**config.mk**
```make
export PLATFORM = sky130hd
export DESIGN_NAME = dual_queue_request_dispatcher
export DESIGN_NICKNAME = d
export VERILOG_FILES = /design/src/rtl/dispatch_pkg.sv /design/src/rtl/dual_queue_request_dispatcher.sv
export SDC_FILE = /design/constraint.sdc
export NUM_CORES = 1
export LEC_CHECK = 0
export BUFFER_PORTS_ARGS = -buffer_cell sky130_fd_sc_hd__buf_2
export CAP_MARGIN = 5
export CORE_ASPECT_RATIO = 1.5
export CORE_MARGIN = 2
export CORE_UTILIZATION = 41
export DETAILED_ROUTE_END_ITERATION = 10
export PLACE_DENSITY = 0.68
export SLEW_MARGIN = 5
export SYNTH_ARGS = -nofsm -noshare
export SYNTH_HDL_FRONTEND = slang
export SYNTH_SLANG_ARGS = --single-unit
```
**constraint.sdc**
```tcl
create_clock -name i_clk -period 11.1 [get_ports i_clk]
set_clock_uncertainty 0.1 [all_clocks]
set_input_delay 1.11 -clock i_clk [delete_from_list [all_inputs] [get_ports i_clk]]
set_output_delay 1.11 -clock i_clk [all_outputs]
set_load 0.02 [all_outputs]
```
**src/rtl/dispatch_pkg.sv**
```systemverilog
// Shared types and constants for the dual queue request dispatcher.
// Assumes one system clock; request blocks arrive already fetched from initiator memory.
package dispatch_pkg;

  localparam int          QDEPTH    = 8;
  localparam int          PTR_W     = 3;
  localparam int          CNT_W     = 4;
  localparam int          SEQ_W     = 7;
  localparam int          CHAN_W    = 16;
  localparam int          LEN_W     = 16;
  localparam int          UNIT_WR   = 0;
  localparam int          UNIT_RD   = 1;
  localparam int          CAT_MSB   = 7;
  localparam int          CAT_LSB   = 6;
  localparam logic [1:0]  CAT_WRITE = 2'h0;
  localparam logic [1:0]  CAT_READ  = 2'h1;
  localparam logic [1:0]  CAT_SVC   = 2'h2;
  localparam logic [1:0]  CAT_CHM   = 2'h3;
  localparam logic [15:0] CHAN_MGMT = 16'hffff;
  localparam logic [CNT_W-1:0] DEPTH_RST = CNT_W'(QDEPTH);
  localparam logic [1:0]  REJ_NONE  = 2'h0;
  localparam logic [1:0]  REJ_SVC   = 2'h1;
  localparam logic [1:0]  REJ_CHAN  = 2'h2;

  typedef enum logic [1:0] {
    EX_IDLE,
    EX_XFER,
    EX_POST
  } exec_state_t;

  typedef struct packed {
    logic [7:0]       initiator_process_channel_id;
    logic [7:0]       target_endpoint_channel_id;
  } chan_t;

  typedef struct packed {
    logic [7:0]       func;
    chan_t            chan;
    logic [SEQ_W-1:0] buffer_sequence_number;
    logic             notify;
    logic             null_next;
    logic             tag;
    logic [LEN_W-1:0] data_size;
  } orb_t;

  typedef struct packed {
    chan_t            chan;
    logic [SEQ_W-1:0] buffer_sequence_number;
    logic             tag;
    logic [LEN_W-1:0] start_offset;
    logic [LEN_W-1:0] data_size;
  } xfer_t;

  typedef struct packed {
    logic [7:0]       func;
    chan_t            chan;
    logic [SEQ_W-1:0] buffer_sequence_number;
    logic             skipped;
  } status_t;

endpackage : dispatch_pkg

```
**src/rtl/dual_queue_request_dispatcher.sv**
```systemverilog
// Command block agent: fetch dispatcher, write and read queues, two execution units.
// Assumes the fetched request stream, transfer engine and status writer sit outside.
//
// Notes on behaviour
// - Take request blocks strictly in list order.
// - Write class to write queue, read to read.
// - Top two function bits select the handling unit.
// - Each unit runs its queue in arrival order.
// - Post status after a command when notify set.
// - Each unit posts status in completion order.
// - Re-read next pointer only of null-terminated block.
// - Offer data-available when outbound data and idle reader.
// - Track sequence number and offset of active request.
// - After restart, complete each unit's last executed request without transfer.
// - Resume partly processed request from saved offset.
// - Channel identifier travels with requests and status.
// - Channel open/close go to separate management port.
// - Channel FFFF never names an ordinary data channel.
`timescale 1ns/1ps
module dual_queue_request_dispatcher (
  // Clock and reset
  input  wire logic                          i_clk,
  input  wire logic                          i_rstn,
  // Fetched request blocks
  input  wire logic                          i_orb_valid,
  input  wire dispatch_pkg::orb_t            i_orb,
  output logic                               o_orb_ready,
  output logic                               o_poll_null_next,
  // Recovery control
  input  wire logic                          i_abort,
  input  wire logic                          i_restart,
  output logic                               o_halted,
  // Transfer engine, one lane per unit
  output logic [1:0]                         o_xfer_req,
  output dispatch_pkg::xfer_t [1:0]          o_xfer,
  input  wire logic [1:0]                    i_xfer_done,
  input  wire logic [1:0][dispatch_pkg::LEN_W-1:0] i_xfer_offset,
  // Status writer, one lane per unit
  output logic [1:0]                         o_status_valid,
  output dispatch_pkg::status_t [1:0]        o_status,
  input  wire logic [1:0]                    i_status_ack,
  // Channel management unit
  output logic                               o_chm_valid,
  output dispatch_pkg::orb_t                 o_chm_orb,
  input  wire logic                          i_chm_ack,
  // Rejected blocks
  output logic [1:0]                         o_reject,
  // Outbound data indication
  input  wire logic                          i_outbound_pending,
  input  wire logic                          i_unsol_enable,
  output logic                               o_data_avail,
  output logic                               o_data_avail_unsol,
  // Queue depths
  output logic [dispatch_pkg::CNT_W-1:0]     o_write_depth,
  output logic [dispatch_pkg::CNT_W-1:0]     o_read_depth
);

  logic [1:0]                          push;
  logic [1:0]                          pop;
  logic [1:0][dispatch_pkg::CNT_W-1:0] cnt_reg;
  logic [1:0][dispatch_pkg::CNT_W-1:0] cnt_next;
  logic [1:0]                          unit_idle;
  logic                                accept;
  logic [1:0]                          cat;
  logic                                chan_is_mgmt;
  logic                                chm_take;
  logic                                bad_chan;
  logic                                halted_next;
  logic                                chm_valid_next;
  logic                                ready_next;

  // Dispatch decode
  always_comb begin
    accept       = i_orb_valid & o_orb_ready;
    cat          = i_orb.func[dispatch_pkg::CAT_MSB:dispatch_pkg::CAT_LSB];
    chan_is_mgmt = (i_orb.chan == dispatch_pkg::CHAN_MGMT);
    bad_chan     = accept & chan_is_mgmt & (cat == dispatch_pkg::CAT_WRITE | cat == dispatch_pkg::CAT_READ);
    push[dispatch_pkg::UNIT_WR] = accept & (cat == dispatch_pkg::CAT_WRITE) & ~chan_is_mgmt;
    push[dispatch_pkg::UNIT_RD] = accept & (cat == dispatch_pkg::CAT_READ) & ~chan_is_mgmt;
    chm_take     = accept & (cat == dispatch_pkg::CAT_CHM);
  end

  // Queue occupancy and next-cycle readiness
  always_comb begin
    for (int u = 0; u < 2; u++) begin
      if (i_abort) begin
        cnt_next[u] = '0;
      end else begin
        cnt_next[u] = cnt_reg[u] + dispatch_pkg::CNT_W'(push[u]) - dispatch_pkg::CNT_W'(pop[u]);
      end
    end
    halted_next    = i_abort | (o_halted & ~i_restart);
    chm_valid_next = chm_take | (o_chm_valid & ~i_chm_ack);
    ready_next     = ~halted_next & ~chm_valid_next
                   & (cnt_next[dispatch_pkg::UNIT_WR] < dispatch_pkg::DEPTH_RST)
                   & (cnt_next[dispatch_pkg::UNIT_RD] < dispatch_pkg::DEPTH_RST);
  end

  always_ff @(posedge i_clk or negedge i_rstn) begin
    if (!i_rstn) begin
      cnt_reg <= '0;
    end else begin
      cnt_reg <= cnt_next;
    end
  end

  // Fetch side handshake and halt after abort
  always_ff @(posedge i_clk or negedge i_rstn) begin
    if (!i_rstn) begin
      o_orb_ready <= 1'b0;
      o_halted    <= 1'b0;
    end else begin
      o_orb_ready <= ready_next;
      o_halted    <= halted_next;
    end
  end

  // Only a null-terminated block has its next pointer polled again
  always_ff @(posedge i_clk or negedge i_rstn) begin
    if (!i_rstn) begin
      o_poll_null_next <= 1'b0;
    end else if (i_abort) begin
      o_poll_null_next <= 1'b0;
    end else if (accept) begin
      o_poll_null_next <= i_orb.null_next;
    end
  end

  // Channel management hand-off
  always_ff @(posedge i_clk or negedge i_rstn) begin
    if (!i_rstn) begin
      o_chm_valid <= 1'b0;
      o_chm_orb   <= '0;
    end else begin
      o_chm_valid <= chm_valid_next;
      if (chm_take) begin
        o_chm_orb <= i_orb;
      end
    end
  end

  // Reject pulses for service-dependent codes and misused channel
  always_ff @(posedge i_clk or negedge i_rstn) begin
    if (!i_rstn) begin
      o_reject <= dispatch_pkg::REJ_NONE;
    end else if (accept & (cat == dispatch_pkg::CAT_SVC)) begin
      o_reject <= dispatch_pkg::REJ_SVC;
    end else if (bad_chan) begin
      o_reject <= dispatch_pkg::REJ_CHAN;
    end else begin
      o_reject <= dispatch_pkg::REJ_NONE;
    end
  end

  // Data-available offer while the read side has nothing to do
  always_ff @(posedge i_clk or negedge i_rstn) begin
    if (!i_rstn) begin
      o_data_avail       <= 1'b0;
      o_data_avail_unsol <= 1'b0;
    end else begin
      o_data_avail       <= i_outbound_pending & ~o_halted & (cnt_reg[dispatch_pkg::UNIT_RD] == '0)
                          & unit_idle[dispatch_pkg::UNIT_RD];
      o_data_avail_unsol <= i_outbound_pending & ~o_halted & i_unsol_enable
                          & (cnt_reg[dispatch_pkg::UNIT_RD] == '0) & unit_idle[dispatch_pkg::UNIT_RD];
    end
  end

  // Fixed queue depths
  always_ff @(posedge i_clk or negedge i_rstn) begin
    if (!i_rstn) begin
      o_write_depth <= dispatch_pkg::DEPTH_RST;
      o_read_depth  <= dispatch_pkg::DEPTH_RST;
    end else begin
      o_write_depth <= dispatch_pkg::DEPTH_RST;
      o_read_depth  <= dispatch_pkg::DEPTH_RST;
    end
  end

  // Per-unit queue and execution unit
  for (genvar u = 0; u < 2; u++) begin : g_unit
    dispatch_pkg::orb_t              mem [dispatch_pkg::QDEPTH];
    logic [dispatch_pkg::PTR_W-1:0]  wr_ptr_reg;
    logic [dispatch_pkg::PTR_W-1:0]  rd_ptr_reg;
    dispatch_pkg::exec_state_t       state_reg;
    dispatch_pkg::orb_t              head;
    logic                            done_valid_reg;
    logic [dispatch_pkg::SEQ_W-1:0]  done_seq_reg;
    dispatch_pkg::chan_t             done_chan_reg;
    logic                            part_valid_reg;
    logic [dispatch_pkg::SEQ_W-1:0]  part_seq_reg;
    dispatch_pkg::chan_t             part_chan_reg;
    logic [dispatch_pkg::LEN_W-1:0]  part_off_reg;
    logic                            cur_notify_reg;
    logic                            is_done;
    logic                            is_part;

    always_comb begin
      head      = mem[rd_ptr_reg];
      pop[u]    = (state_reg == dispatch_pkg::EX_IDLE) & (cnt_reg[u] != '0) & ~i_abort;
      unit_idle[u] = (state_reg == dispatch_pkg::EX_IDLE);
      is_done   = done_valid_reg & (head.buffer_sequence_number == done_seq_reg)
                & (head.chan == done_chan_reg);
      is_part   = part_valid_reg & (head.buffer_sequence_number == part_seq_reg)
                & (head.chan == part_chan_reg);
    end

    // Queue storage kept in arrival order
    always_ff @(posedge i_clk) begin
      if (push[u]) begin
        mem[wr_ptr_reg] <= i_orb;
      end
    end

    always_ff @(posedge i_clk or negedge i_rstn) begin
      if (!i_rstn) begin
        wr_ptr_reg <= '0;
        rd_ptr_reg <= '0;
      end else if (i_abort) begin
        wr_ptr_reg <= '0;
        rd_ptr_reg <= '0;
      end else begin
        wr_ptr_reg <= wr_ptr_reg + dispatch_pkg::PTR_W'(push[u]);
        rd_ptr_reg <= rd_ptr_reg + dispatch_pkg::PTR_W'(pop[u]);
      end
    end

    // Execution sequence
    always_ff @(posedge i_clk or negedge i_rstn) begin
      if (!i_rstn) begin
        state_reg         <= dispatch_pkg::EX_IDLE;
        o_xfer_req[u]     <= 1'b0;
        o_xfer[u]         <= '0;
        o_status_valid[u] <= 1'b0;
        o_status[u]       <= '0;
        cur_notify_reg    <= 1'b0;
      end else if (i_abort) begin
        state_reg         <= dispatch_pkg::EX_IDLE;
        o_xfer_req[u]     <= 1'b0;
        o_status_valid[u] <= 1'b0;
      end else begin
        unique case (state_reg)
          dispatch_pkg::EX_IDLE: begin
            if (pop[u]) begin
              o_status[u].func                   <= head.func;
              o_status[u].chan                   <= head.chan;
              o_status[u].buffer_sequence_number <= head.buffer_sequence_number;
              cur_notify_reg                     <= head.notify;
              if (is_done) begin
                o_status[u].skipped <= 1'b1;
                o_status_valid[u]   <= head.notify;
                state_reg           <= head.notify ? dispatch_pkg::EX_POST : dispatch_pkg::EX_IDLE;
              end else begin
                o_status[u].skipped              <= 1'b0;
                o_xfer[u].chan                   <= head.chan;
                o_xfer[u].buffer_sequence_number <= head.buffer_sequence_number;
                o_xfer[u].tag                    <= head.tag;
                o_xfer[u].data_size              <= head.data_size;
                o_xfer[u].start_offset           <= is_part ? part_off_reg : '0;
                o_xfer_req[u]                    <= 1'b1;
                state_reg                        <= dispatch_pkg::EX_XFER;
              end
            end
          end
          dispatch_pkg::EX_XFER: begin
            if (i_xfer_done[u]) begin
              o_xfer_req[u]     <= 1'b0;
              o_status_valid[u] <= cur_notify_reg;
              state_reg         <= cur_notify_reg ? dispatch_pkg::EX_POST : dispatch_pkg::EX_IDLE;
            end
          end
          dispatch_pkg::EX_POST: begin
            if (i_status_ack[u]) begin
              o_status_valid[u] <= 1'b0;
              state_reg         <= dispatch_pkg::EX_IDLE;
            end
          end
        endcase
      end
    end

    // Progress tracking for recovery, kept through an abort
    always_ff @(posedge i_clk or negedge i_rstn) begin
      if (!i_rstn) begin
        done_valid_reg <= 1'b0;
        done_seq_reg   <= '0;
        done_chan_reg  <= '0;
        part_valid_reg <= 1'b0;
        part_seq_reg   <= '0;
        part_chan_reg  <= '0;
        part_off_reg   <= '0;
      end else if (state_reg == dispatch_pkg::EX_XFER) begin
        if (i_xfer_done[u]) begin
          done_valid_reg <= 1'b1;
          done_seq_reg   <= o_xfer[u].buffer_sequence_number;
          done_chan_reg  <= o_xfer[u].chan;
          part_valid_reg <= 1'b0;
        end else begin
          part_valid_reg <= 1'b1;
          part_seq_reg   <= o_xfer[u].buffer_sequence_number;
          part_chan_reg  <= o_xfer[u].chan;
          part_off_reg   <= i_xfer_offset[u];
        end
      end
    end
  end : g_unit

endmodule : dual_queue_request_dispatcher

```
### Yosys cells after proc, flatten, opt, wreduce, memory -nomap -nowiden

Memory sizes are Yosys's and may differ from the RTL's.
Cells that the tools add are included.

| word-level totals | value |
|---|---|
| register bits | 392 |
| bits in latches | 0 |
| RAM bits | 800 |
| memory bits (read-only) | 0 |
| input port bits | 94 |
| output and inout bits | 246 |
| word-level logic and storage cells | 234 |
| memories | 2 |

Memories:

| memory | depth | bits a word | read ports | clocked after memory_dff | write ports | RTL line | source |
|---|---|---|---|---|---|---|---|
| g_unit[0].mem | 8 | 50 | 1 | 0 | 1 | dual_queue_request_dispatcher.sv:181 | `dispatch_pkg::orb_t mem [dispatch_pkg::QDEPTH];` |
| g_unit[1].mem | 8 | 50 | 1 | 0 | 1 | dual_queue_request_dispatcher.sv:181 |  |

| operators by class | value |
|---|---|
| add/sub/neg operators | 8 |
| multipliers | 0 |
| divide/modulo/power cells | 0 |
| order comparisons | 2 |
| eq/ne operators | 26 |
| shift-type cells | 0 |
| multiplexer cells | 58 |
| bitwise gates (word level) | 46 |
| reductions and logical operators | 23 |

Operator list:

| cell | count |
|---|---|
| 16-bit equality test | 4 |
| 1-bit bitwise AND | 32 |
| 16-bit two-way mux | 2 |
| 2-bit two-way mux | 16 |
| 7-bit equality test | 4 |
| 1-bit two-way mux | 28 |
| 3-bit != test (second input constant) | 8 |
| 4-bit AND reduction | 6 |
| 16-bit equality test (second input constant) | 1 |
| 3-bit by 1-bit adder with 3-bit output | 4 |
| 3-bit two-way mux | 4 |
| 2-bit one-hot mux with 3 select lines | 2 |
| 3-bit AND reduction | 4 |
| 1-bit inverter | 11 |
| 4-bit by 1-bit adder with 4-bit output | 2 |
| 2-bit equality test (second input constant) | 4 |
| 4-bit < comparator (second input constant) | 2 |
| 4-bit two-way mux | 2 |
| 2-bit AND reduction | 4 |
| 4-bit nonzero test | 2 |
| 4-bit by 1-bit subtractor with 4-bit output | 2 |
| 2-bit by 1-bit equality test with 1-bit output (second input constant) | 3 |
| 2-bit logical NOT | 3 |
| 3-bit by 2-bit != test with 1-bit output (second input constant) | 2 |
| 6 further kinds | 11 |

### Logic depth before layout (Yosys ltp)

Gate-level depths: netlist (run 1).

| logic depth | value |
|---|---|
| word-level depth | 9 |
| mapped depth | 14 |
| depth with buffers taken out | 12 |

### Worst setup path before layout (run 1)

Ideal clock, no wire load.

| timing path | value |
|---|---|
| path type | input-to-reg |
| from | input i_orb[36] in the netlist's numbering |
| to | memory g_unit[0].mem[0][0] in the netlist's numbering (enable) |
| setup time | 526 ps |
| arrival time | 5543 ps |
| required time | 10474 ps |
| slack | 4931 ps |
| cell stages on the path | 5 |
| path buffers | 0 |
| cell sequence | nand4_1 > nor4_1 > nor4_1 > nor2b_1 > nor3b_1 |

| on the way | value |
|---|---|
| cells in the longest elaborated chain, start to end | 5 |

RTL lines:

| item | RTL line | source |
|---|---|---|
| from (decl) | dual_queue_request_dispatcher.sv:26 | `input wire dispatch_pkg::orb_t i_orb,` |
| 16-bit equality test | dual_queue_request_dispatcher.sv:76 | `chan_is_mgmt = (i_orb.chan == dispatch_pkg::CHAN_MGMT);` |
| 1-bit inverter | dual_queue_request_dispatcher.sv:78 | `push[dispatch_pkg::UNIT_WR] = accept & (cat == dispatch_pkg::CAT_WRITE) & ~chan_is_mgmt;` |
| 1-bit bitwise AND | dual_queue_request_dispatcher.sv:78 |  |
| 1-bit two-way mux | dual_queue_request_dispatcher.sv:209 | `if (push[u]) begin` |
| 1-bit two-way mux (implied by the code) | dual_queue_request_dispatcher.sv:210 | `mem[wr_ptr_reg] <= i_orb;` |
| to (decl) | dual_queue_request_dispatcher.sv:181 |  |

No other way between the ends.

### Worst setup path in the final report (run 1)

| timing path | value |
|---|---|
| from | register g_unit[1].rd_ptr_reg[1] in the netlist's numbering |
| to | register o_xfer[56] in the netlist's numbering |

| on the way | value |
|---|---|
| cells in the longest elaborated chain, start to end | 6 |
| elaborated cells between the ends (all ways) | 7 |
| those cells by class | 2 x eq/ne; 3 x bitwise; 1 x reduce/logical; 1 x memory |

RTL lines:

| item | RTL line | source |
|---|---|---|
| from (decl) | dual_queue_request_dispatcher.sv:183 | `logic [dispatch_pkg::PTR_W-1:0] rd_ptr_reg;` |
| from (signal assigned) | dual_queue_request_dispatcher.sv:223 | `rd_ptr_reg <= rd_ptr_reg + dispatch_pkg::PTR_W'(pop[u]);` |
| memory read 8 x 50 bit * | n/a |  |
| 7-bit equality test | dual_queue_request_dispatcher.sv:201 | `is_done = done_valid_reg & (head.buffer_sequence_number == done_seq_reg)` |
| 1-bit bitwise AND | dual_queue_request_dispatcher.sv:201 |  |
| 1-bit bitwise AND | dual_queue_request_dispatcher.sv:202 | `& (head.chan == done_chan_reg);` |
| 1-bit inverter (no line) | n/a |  |
| 4-bit AND reduction (no line) | n/a |  |
| to (decl) | dual_queue_request_dispatcher.sv:35 | `output dispatch_pkg::xfer_t [1:0] o_xfer,` |

Every way passes the cells marked *; elsewhere a longest branch is shown, timed or not.
A chain may end at the register's enable or synchronous reset.

==> flow_metrics.py, run 1 <==
metrics = {
    "worst_setup_path": {
        "crit_arrival_ns": 5.99,
        "cp.required_ns": 11.57,
        "crit_type": "flop to flop",
        "crit_path_max_fanout": 70,
        "slowest_stage": "dfrtp_4",
        "cp-end-kind": "flop",
        "crit_chain": "buf_4, mux4_2, mux2i_1, xor2_1, nand4_1, nor4_4, or2b_4, mux2_2",
        "ff2ff_path_depth": 8,
        "crit_path_max_incr_delay_ns": 1.12,
        "worstSetupStartpointType": "flop",
    },
    "sta": {
        "finalSetupViolations": 0,
        "fmax_mhz": 181,
        "period_needed_ns": 5.52,
        "worstMarginPinSlew_ns": 1.23,
        "min_period_over_period_pct": 49.8,
        "rsz0062_at_grt": "no",
        "hold_viol": 0,
        "whs_ns": 0.295,
        "worst_slack_ns": 5.58,
        "relSlewSlack_pct": 17.8,
        "slew_viol_final": 0,
        "fin_tns_setup_ns": 0,
    },
    "finish": {
        "area_delta_synth_final_pct": 15.4,
        "layout_common_cells": "edfxtp_1 (784), dfrtp_1 (386), buf_2 (330)",
        "fin_cells": 4436,
        "largest_register": "g_unit.mem",
        "fin_util_pct": 47.7,
        "top_regs": "g_unit.mem: 784 flops, o_xfer: 112 flops, o_status: 64 flops",
        "final.fill_count": 9454,
        "nets": 3014,
        "drive_gt1_share_pct": 33.8,
        "final_common_cell": "edfxtp_1",
        "largest_register_ffs": 784,
    },
    "yosys": {
        "ys_warn_count": 0,
        "synth_ff_type": "edfxtp_1",
        "yosysUniqueCellTypes": 65,
        "async_flop_share_pct": 33.3,
        "netlist_instances": 2522,
        "syn_area_um2": 46100,
        "postSynthAreaPerCell_um2": 18.3,
        "synth_seq_area_share_pct": 72.4,
        "synth_enable_flop_cells": 784,
        "ys_seq_elements": 1176,
    },
    "run_status": {
        "status": "finished clean",
    },
    "cts": {
        "cts_buffer_depth": 3,
        "clock_latency_ns": 0.71,
        "root_buffer": "clkbuf_16",
        "htreeDepth": 3,
        "clock-sinks": 1176,
        "postCtsSetupRepairBufs": 0,
        "cts_made_buffers": 109,
        "hold_buffers": 0,
        "cts_resized": 0,
        "cts_tree": "done",
        "path_clk_slew_ns": 0.06,
    },
    "power_and_ir_drop": {
        "peakVddDrop_v": 0.000144,
        "power_density_nw_per_um2": 250,
        "p_leak_uw": 0.0191,
    },
    "global_route": {
        "grt_usage_pct": 19.5,
        "grt_pass1_vias": 24800,
        "antenna_found_initial": 8,
        "grt_pass1_wl_mm": 166,
        "grt_max_degree": 142,
        "overflow": 0,
    },
    "routing": {
        "drt-total-wl_mm": 112,
        "ant_nets": 0,
        "vias": 23700,
        "vias_per_cell": 5.33,
        "wl_per_cell_um": 25.3,
        "drt_iter0_drc": 1679,
        "dr.pass1.iters": 5,
        "drc_errors": 0,
    },
    "placed_design": {
        "hpwl_mm": 70.1,
        "place_inst": 4227,
        "gp_congestion": 0.770,
        "port_buffers": 331,
        "dpl_worst_slack_ns": 5.49,
    },
    "min_path": {
        "min-delay-path-class": "primary input to async pin",
    },
    "floorplan": {
        "placementRows": 150,
        "io_pins": 340,
        "start_util_pct": 41.3,
        "dieArea_um2": 115000,
        "die_x_um": 278,
        "die_h_um": 415,
        "core_area_um2": 111000,
    },
    "job": {
        "max-cap-violations": 0,
    },
}
## kinds of logic (layout without fill, tap and decap cells)
logic type	after synthesis	after routing	share of synthesized area, %
adders and majority gates	26	26	0.738
other	2	10	0.0163
AOI/OAI and AO/OA	237	237	3.22
xor gates and xnor gates	78	78	1.48
DFF	1176	1176	72.4
buffers and inverters	175	637	1.86
and+or+nand+nor	262	262	2.99
muxes	566	566	17.3
## critical path, delay by kind of cell (launching register included)
family,cells,cell delay [ns]
xor+xnor,1,0.19
buf+inv,1,0.84
flops,1,1.12
mux,3,1.40
simple gates,3,1.59
## through the flow
step / total power [uW] / instance area (um^2)
after global routing: 13900 / 53200
final: 13300 / 53200
after CTS: 13500 / 53200
after floorplan: 8310 / 46100
after global placement: 9500 / 49400
after detailed placement: 9560 / 49400
## power by group
part | switching [uW] | leakage, uW | internal (uW)
combinational | 1980 | 0.00553 | 1570
sequential | 530 | 0.0117 | 5330
clock | 1640 | 0.00183 | 2260
## cells in the mapped netlist (all sizes together), types with 31 or more instances
cell | instances | area (um^2)
a21oi | 105 | 526
mux2 | 275 | 3100
clkbuf | 50 | 188
dfrtp | 392 | 9810
xnor2 | 47 | 412
mux4 | 154 | 3470
inv | 49 | 184
buf | 75 | 482
mux2i | 137 | 1430
nand2 | 50 | 188
xor2 | 31 | 272
nor2 | 81 | 304
edfxtp | 784 | 23500
o21ai | 32 | 160
## metal layers
layer	wire (um)	global-route usage, %
met2	58200	34.4
met3	5900	3.57
met5	26	0
met4	3170	6.72
met1	44800	24.0
## path summary, 6_finish.rpt
check / endpoint / slack [ns] / start
max: o_xfer[56] / 5.58 / g_unit[1].rd_ptr_reg[1]
min: g_unit[1].part_off_reg[3] / 0.29 / i_rstn
max reg2reg: o_xfer[56] / 5.58 / g_unit[1].rd_ptr_reg[1]
min reg2reg: o_chm_orb[48] / 0.37 / o_chm_orb[48]
max in group asynchronous: g_unit[0].rd_ptr_reg[1] / 8.42 / i_rstn
min in group i_clk: o_chm_orb[48] / 0.37 / o_chm_orb[48]
## area by class of cell
class | instances | area [um^2] | share of cell area [%]
flip-flops and latches | 1176 | 33400 | 62.7
well taps | 1444 | 1810 | 3.40
diodes | 2 | 5.00 | 0.00941
multi-input cells | 1177 | 12000 | 22.6
repair buffers | 380 | 2050 | 3.85
clock inverters | 53 | 643 | 1.21
clock buffers | 154 | 3110 | 5.84
inverters | 50 | 188 | 0.353
No activity file was read; power rests on OpenSTA's default activity.
==> inputs of run 2 (changes only) <==
--- a/config.mk
+++ b/config.mk
@@ -11,7 +11,7 @@
 export CORE_MARGIN = 2
 export CORE_UTILIZATION = 41
 export DETAILED_ROUTE_END_ITERATION = 10
-export PLACE_DENSITY = 0.68
+export PLACE_DENSITY = 0.7
 export SLEW_MARGIN = 5
 export SYNTH_ARGS = -nofsm -noshare
 export SYNTH_HDL_FRONTEND = slang
==> constraint.sdc (replaced) <==
create_clock -name i_clk -period 5 [get_ports i_clk]
set_clock_uncertainty 0.1 [all_clocks]
set_input_delay 0.5 -clock i_clk [delete_from_list [all_inputs] [get_ports i_clk]]
set_output_delay 0.5 -clock i_clk [all_outputs]
set_load 0.02 [all_outputs]
==> flow_metrics.py, run 2 (same netlist as run 1, synthesis figures left out) <==
metrics = {
    "run_status": {
        "status": "finished clean",
    },
    "sta": {
        "fin_tns_setup_ns": 0,
        "worst_slack_ns": 0.811,
        "worstMarginPinSlew_ns": 1.05,
        "fmax_mhz": 239,
        "period_needed_ns": 4.19,
        "finalSetupViolations": 0,
        "min_period_over_period_pct": 83.8,
        "hold_viol": 0,
        "relSlewSlack_pct": 29.9,
        "rsz0062_at_grt": "no",
        "slew_viol_final": 0,
    },
    "global_route": {
        "grt_usage_pct": 19.8,
        "grt_pass1_vias": 24700,
        "grt_pass1_wl_mm": 167,
        "overflow": 0,
        "grt_max_degree": 112,
        "antenna_found_initial": 7,
    },
    "worst_setup_path": {
        "cp-end-kind": "flop",
        "crit_path_max_incr_delay_ns": 0.84,
        "crit_type": "flop to flop",
        "crit_path_frequent_cell": "buf_4",
        "ff2ff_path_depth": 10,
        "crit_chain": "nor2_1, a22oi_1, a21o_1, a211oi_1, nand4_1, nor4_4, buf_4, or2b_4, buf_4, mux2_2",
        "cp.required_ns": 5.46,
        "crit_path_max_fanout": 22,
        "slowest_stage": "nor2_1",
        "worstSetupStartpointType": "flop",
        "crit_cells": 10,
        "crit_arrival_ns": 4.64,
        "critPathBufInv": 2,
        "path_delay_family": "simple AND/OR/NAND/NOR gates",
    },
    "floorplan": {
        "die_h_um": 415,
        "io_pins": 340,
        "die_x_um": 278,
        "placementRows": 150,
        "core_area_um2": 111000,
        "dieArea_um2": 115000,
        "start_util_pct": 41.3,
    },
    "min_path": {
        "hold_path_depth": 1,
        "min-delay-path-class": "primary input to flop",
    },
    "finish": {
        "final_area_um2": 54100,
        "layout_common_cells": "edfxtp_1 (784), dfrtp_1 (386), buf_2 (330)",
        "top_regs": "g_unit.mem: 784 flops, o_xfer: 112 flops, o_status: 64 flops",
        "nets": 3090,
        "largest_register": "g_unit.mem",
        "largest_register_ffs": 784,
        "area_delta_synth_final_pct": 17.4,
        "drive_gt1_share_pct": 34.6,
        "final_common_cell": "edfxtp_1",
    },
    "cts": {
        "root_buffer": "clkbuf_16",
        "clock-sinks": 1176,
        "clock_latency_ns": 0.72,
        "cts_buffer_depth": 3,
        "cts_tree": "done",
        "cts_made_buffers": 108,
        "htreeDepth": 3,
        "path_clk_slew_ns": 0.06,
    },
    "routing": {
        "dr.pass1.iters": 5,
        "vias_per_cell": 5.36,
        "ant_nets": 0,
        "wl_per_cell_um": 25.3,
        "vias": 24200,
        "drt-total-wl_mm": 114,
        "drt_iter0_drc": 1698,
        "drc_errors": 0,
    },
    "job": {
        "max-cap-violations": 0,
    },
    "placed_design": {
        "dpl_worst_slack_ns": 0.859,
        "port_buffers": 331,
        "hpwl_mm": 73.5,
        "gp_congestion": 0.829,
        "place_area_um2": 49900,
    },
    "power_and_ir_drop": {
        "peakVddDrop_v": 0.000468,
        "p_leak_uw": 0.0195,
        "power_density_nw_per_um2": 553,
    },
}
run 2: cell count changes in the layout (fill, tap and decap cells not counted), sizes merged:
cell | previous run | this run
clkinv | 31 | 28
inv | 55 | 60
dlygate4sd3 | 0 | 37
bufinv | 13 | 20
buf | 380 | 420
clkinvlp | 4 | 6
clkbuf | 154 | 142
run 2: layout make-up:
cell class	count	area, um^2
well taps	1444	1810
inverters	50	188
clock buffers	142	2930
diodes	2	5.00
clock inverters	64	923
fillers	9256	57300
repair buffers	457	2830
multi-input cells	1177	12100
flip-flops and latches	1176	33400
run 2: per-stage QoR:
stage               util [%]  hold WS, ns  instances  power (uW)
floorplan                  -        0.104       2528       18500
global placement        44.8        0.345       4267       21200
detailed placement      44.8        0.347       4267       21300
CTS                     48.6       0.0412       4510       30300
global route            48.6       0.0870       4511       31300
finish                  48.6       0.0914       4512       29900
run 2: report_power, final:
group,leakage [uW],internal (uW),switching (uW)
Clock,0.00187,5210,3710
Sequential,0.0117,11800,1130
Combinational,0.00591,3580,4490
run 2: worst paths after layout:
kind	startpoint	to	slack [ns]
worst min-delay path	i_orb[18]	g_unit[1].mem[2][18]	0.09
worst min register to register	o_chm_orb[48]	o_chm_orb[48]	0.36
min in group asynchronous	i_rstn	o_xfer[108]	0.30
worst max register to register	g_unit[1].rd_ptr_reg[0]	o_xfer[57]	0.81
max in group asynchronous	i_rstn	g_unit[0].done_seq_reg[3]	3.30
worst max-delay path	g_unit[1].rd_ptr_reg[0]	o_xfer[57]	0.81
run 2: what timing repair did:
item,CTS,global route
hold buffers,37,0
buffers inserted,0,0
hold endpoints to repair,125,0
resized for setup,0,0
run 2: metal layers:
| layer | track usage, % | wire length [um] | up-vias |
|---|---|---|---|
| met5 | 0 | 13 | - |
| met4 | 6.90 | 3550 | 2 |
| met3 | 3.37 | 6060 | 164 |
| met2 | 35.1 | 60000 | 710 |
| met1 | 24.2 | 44600 | 12700 |
| li1 | - | - | 10600 |
run 2: worst register-to-register path, cell delays in order, from the launching register on:
cell and delay (ns):
dfrtp_4 0.66, nor2_1 0.84, a22oi_1 0.37, a21o_1 0.25, a211oi_1 0.25, nand4_1 0.18
nor4_4 0.29, buf_4 0.20, or2b_4 0.21, buf_4 0.31, mux2_2 0.37
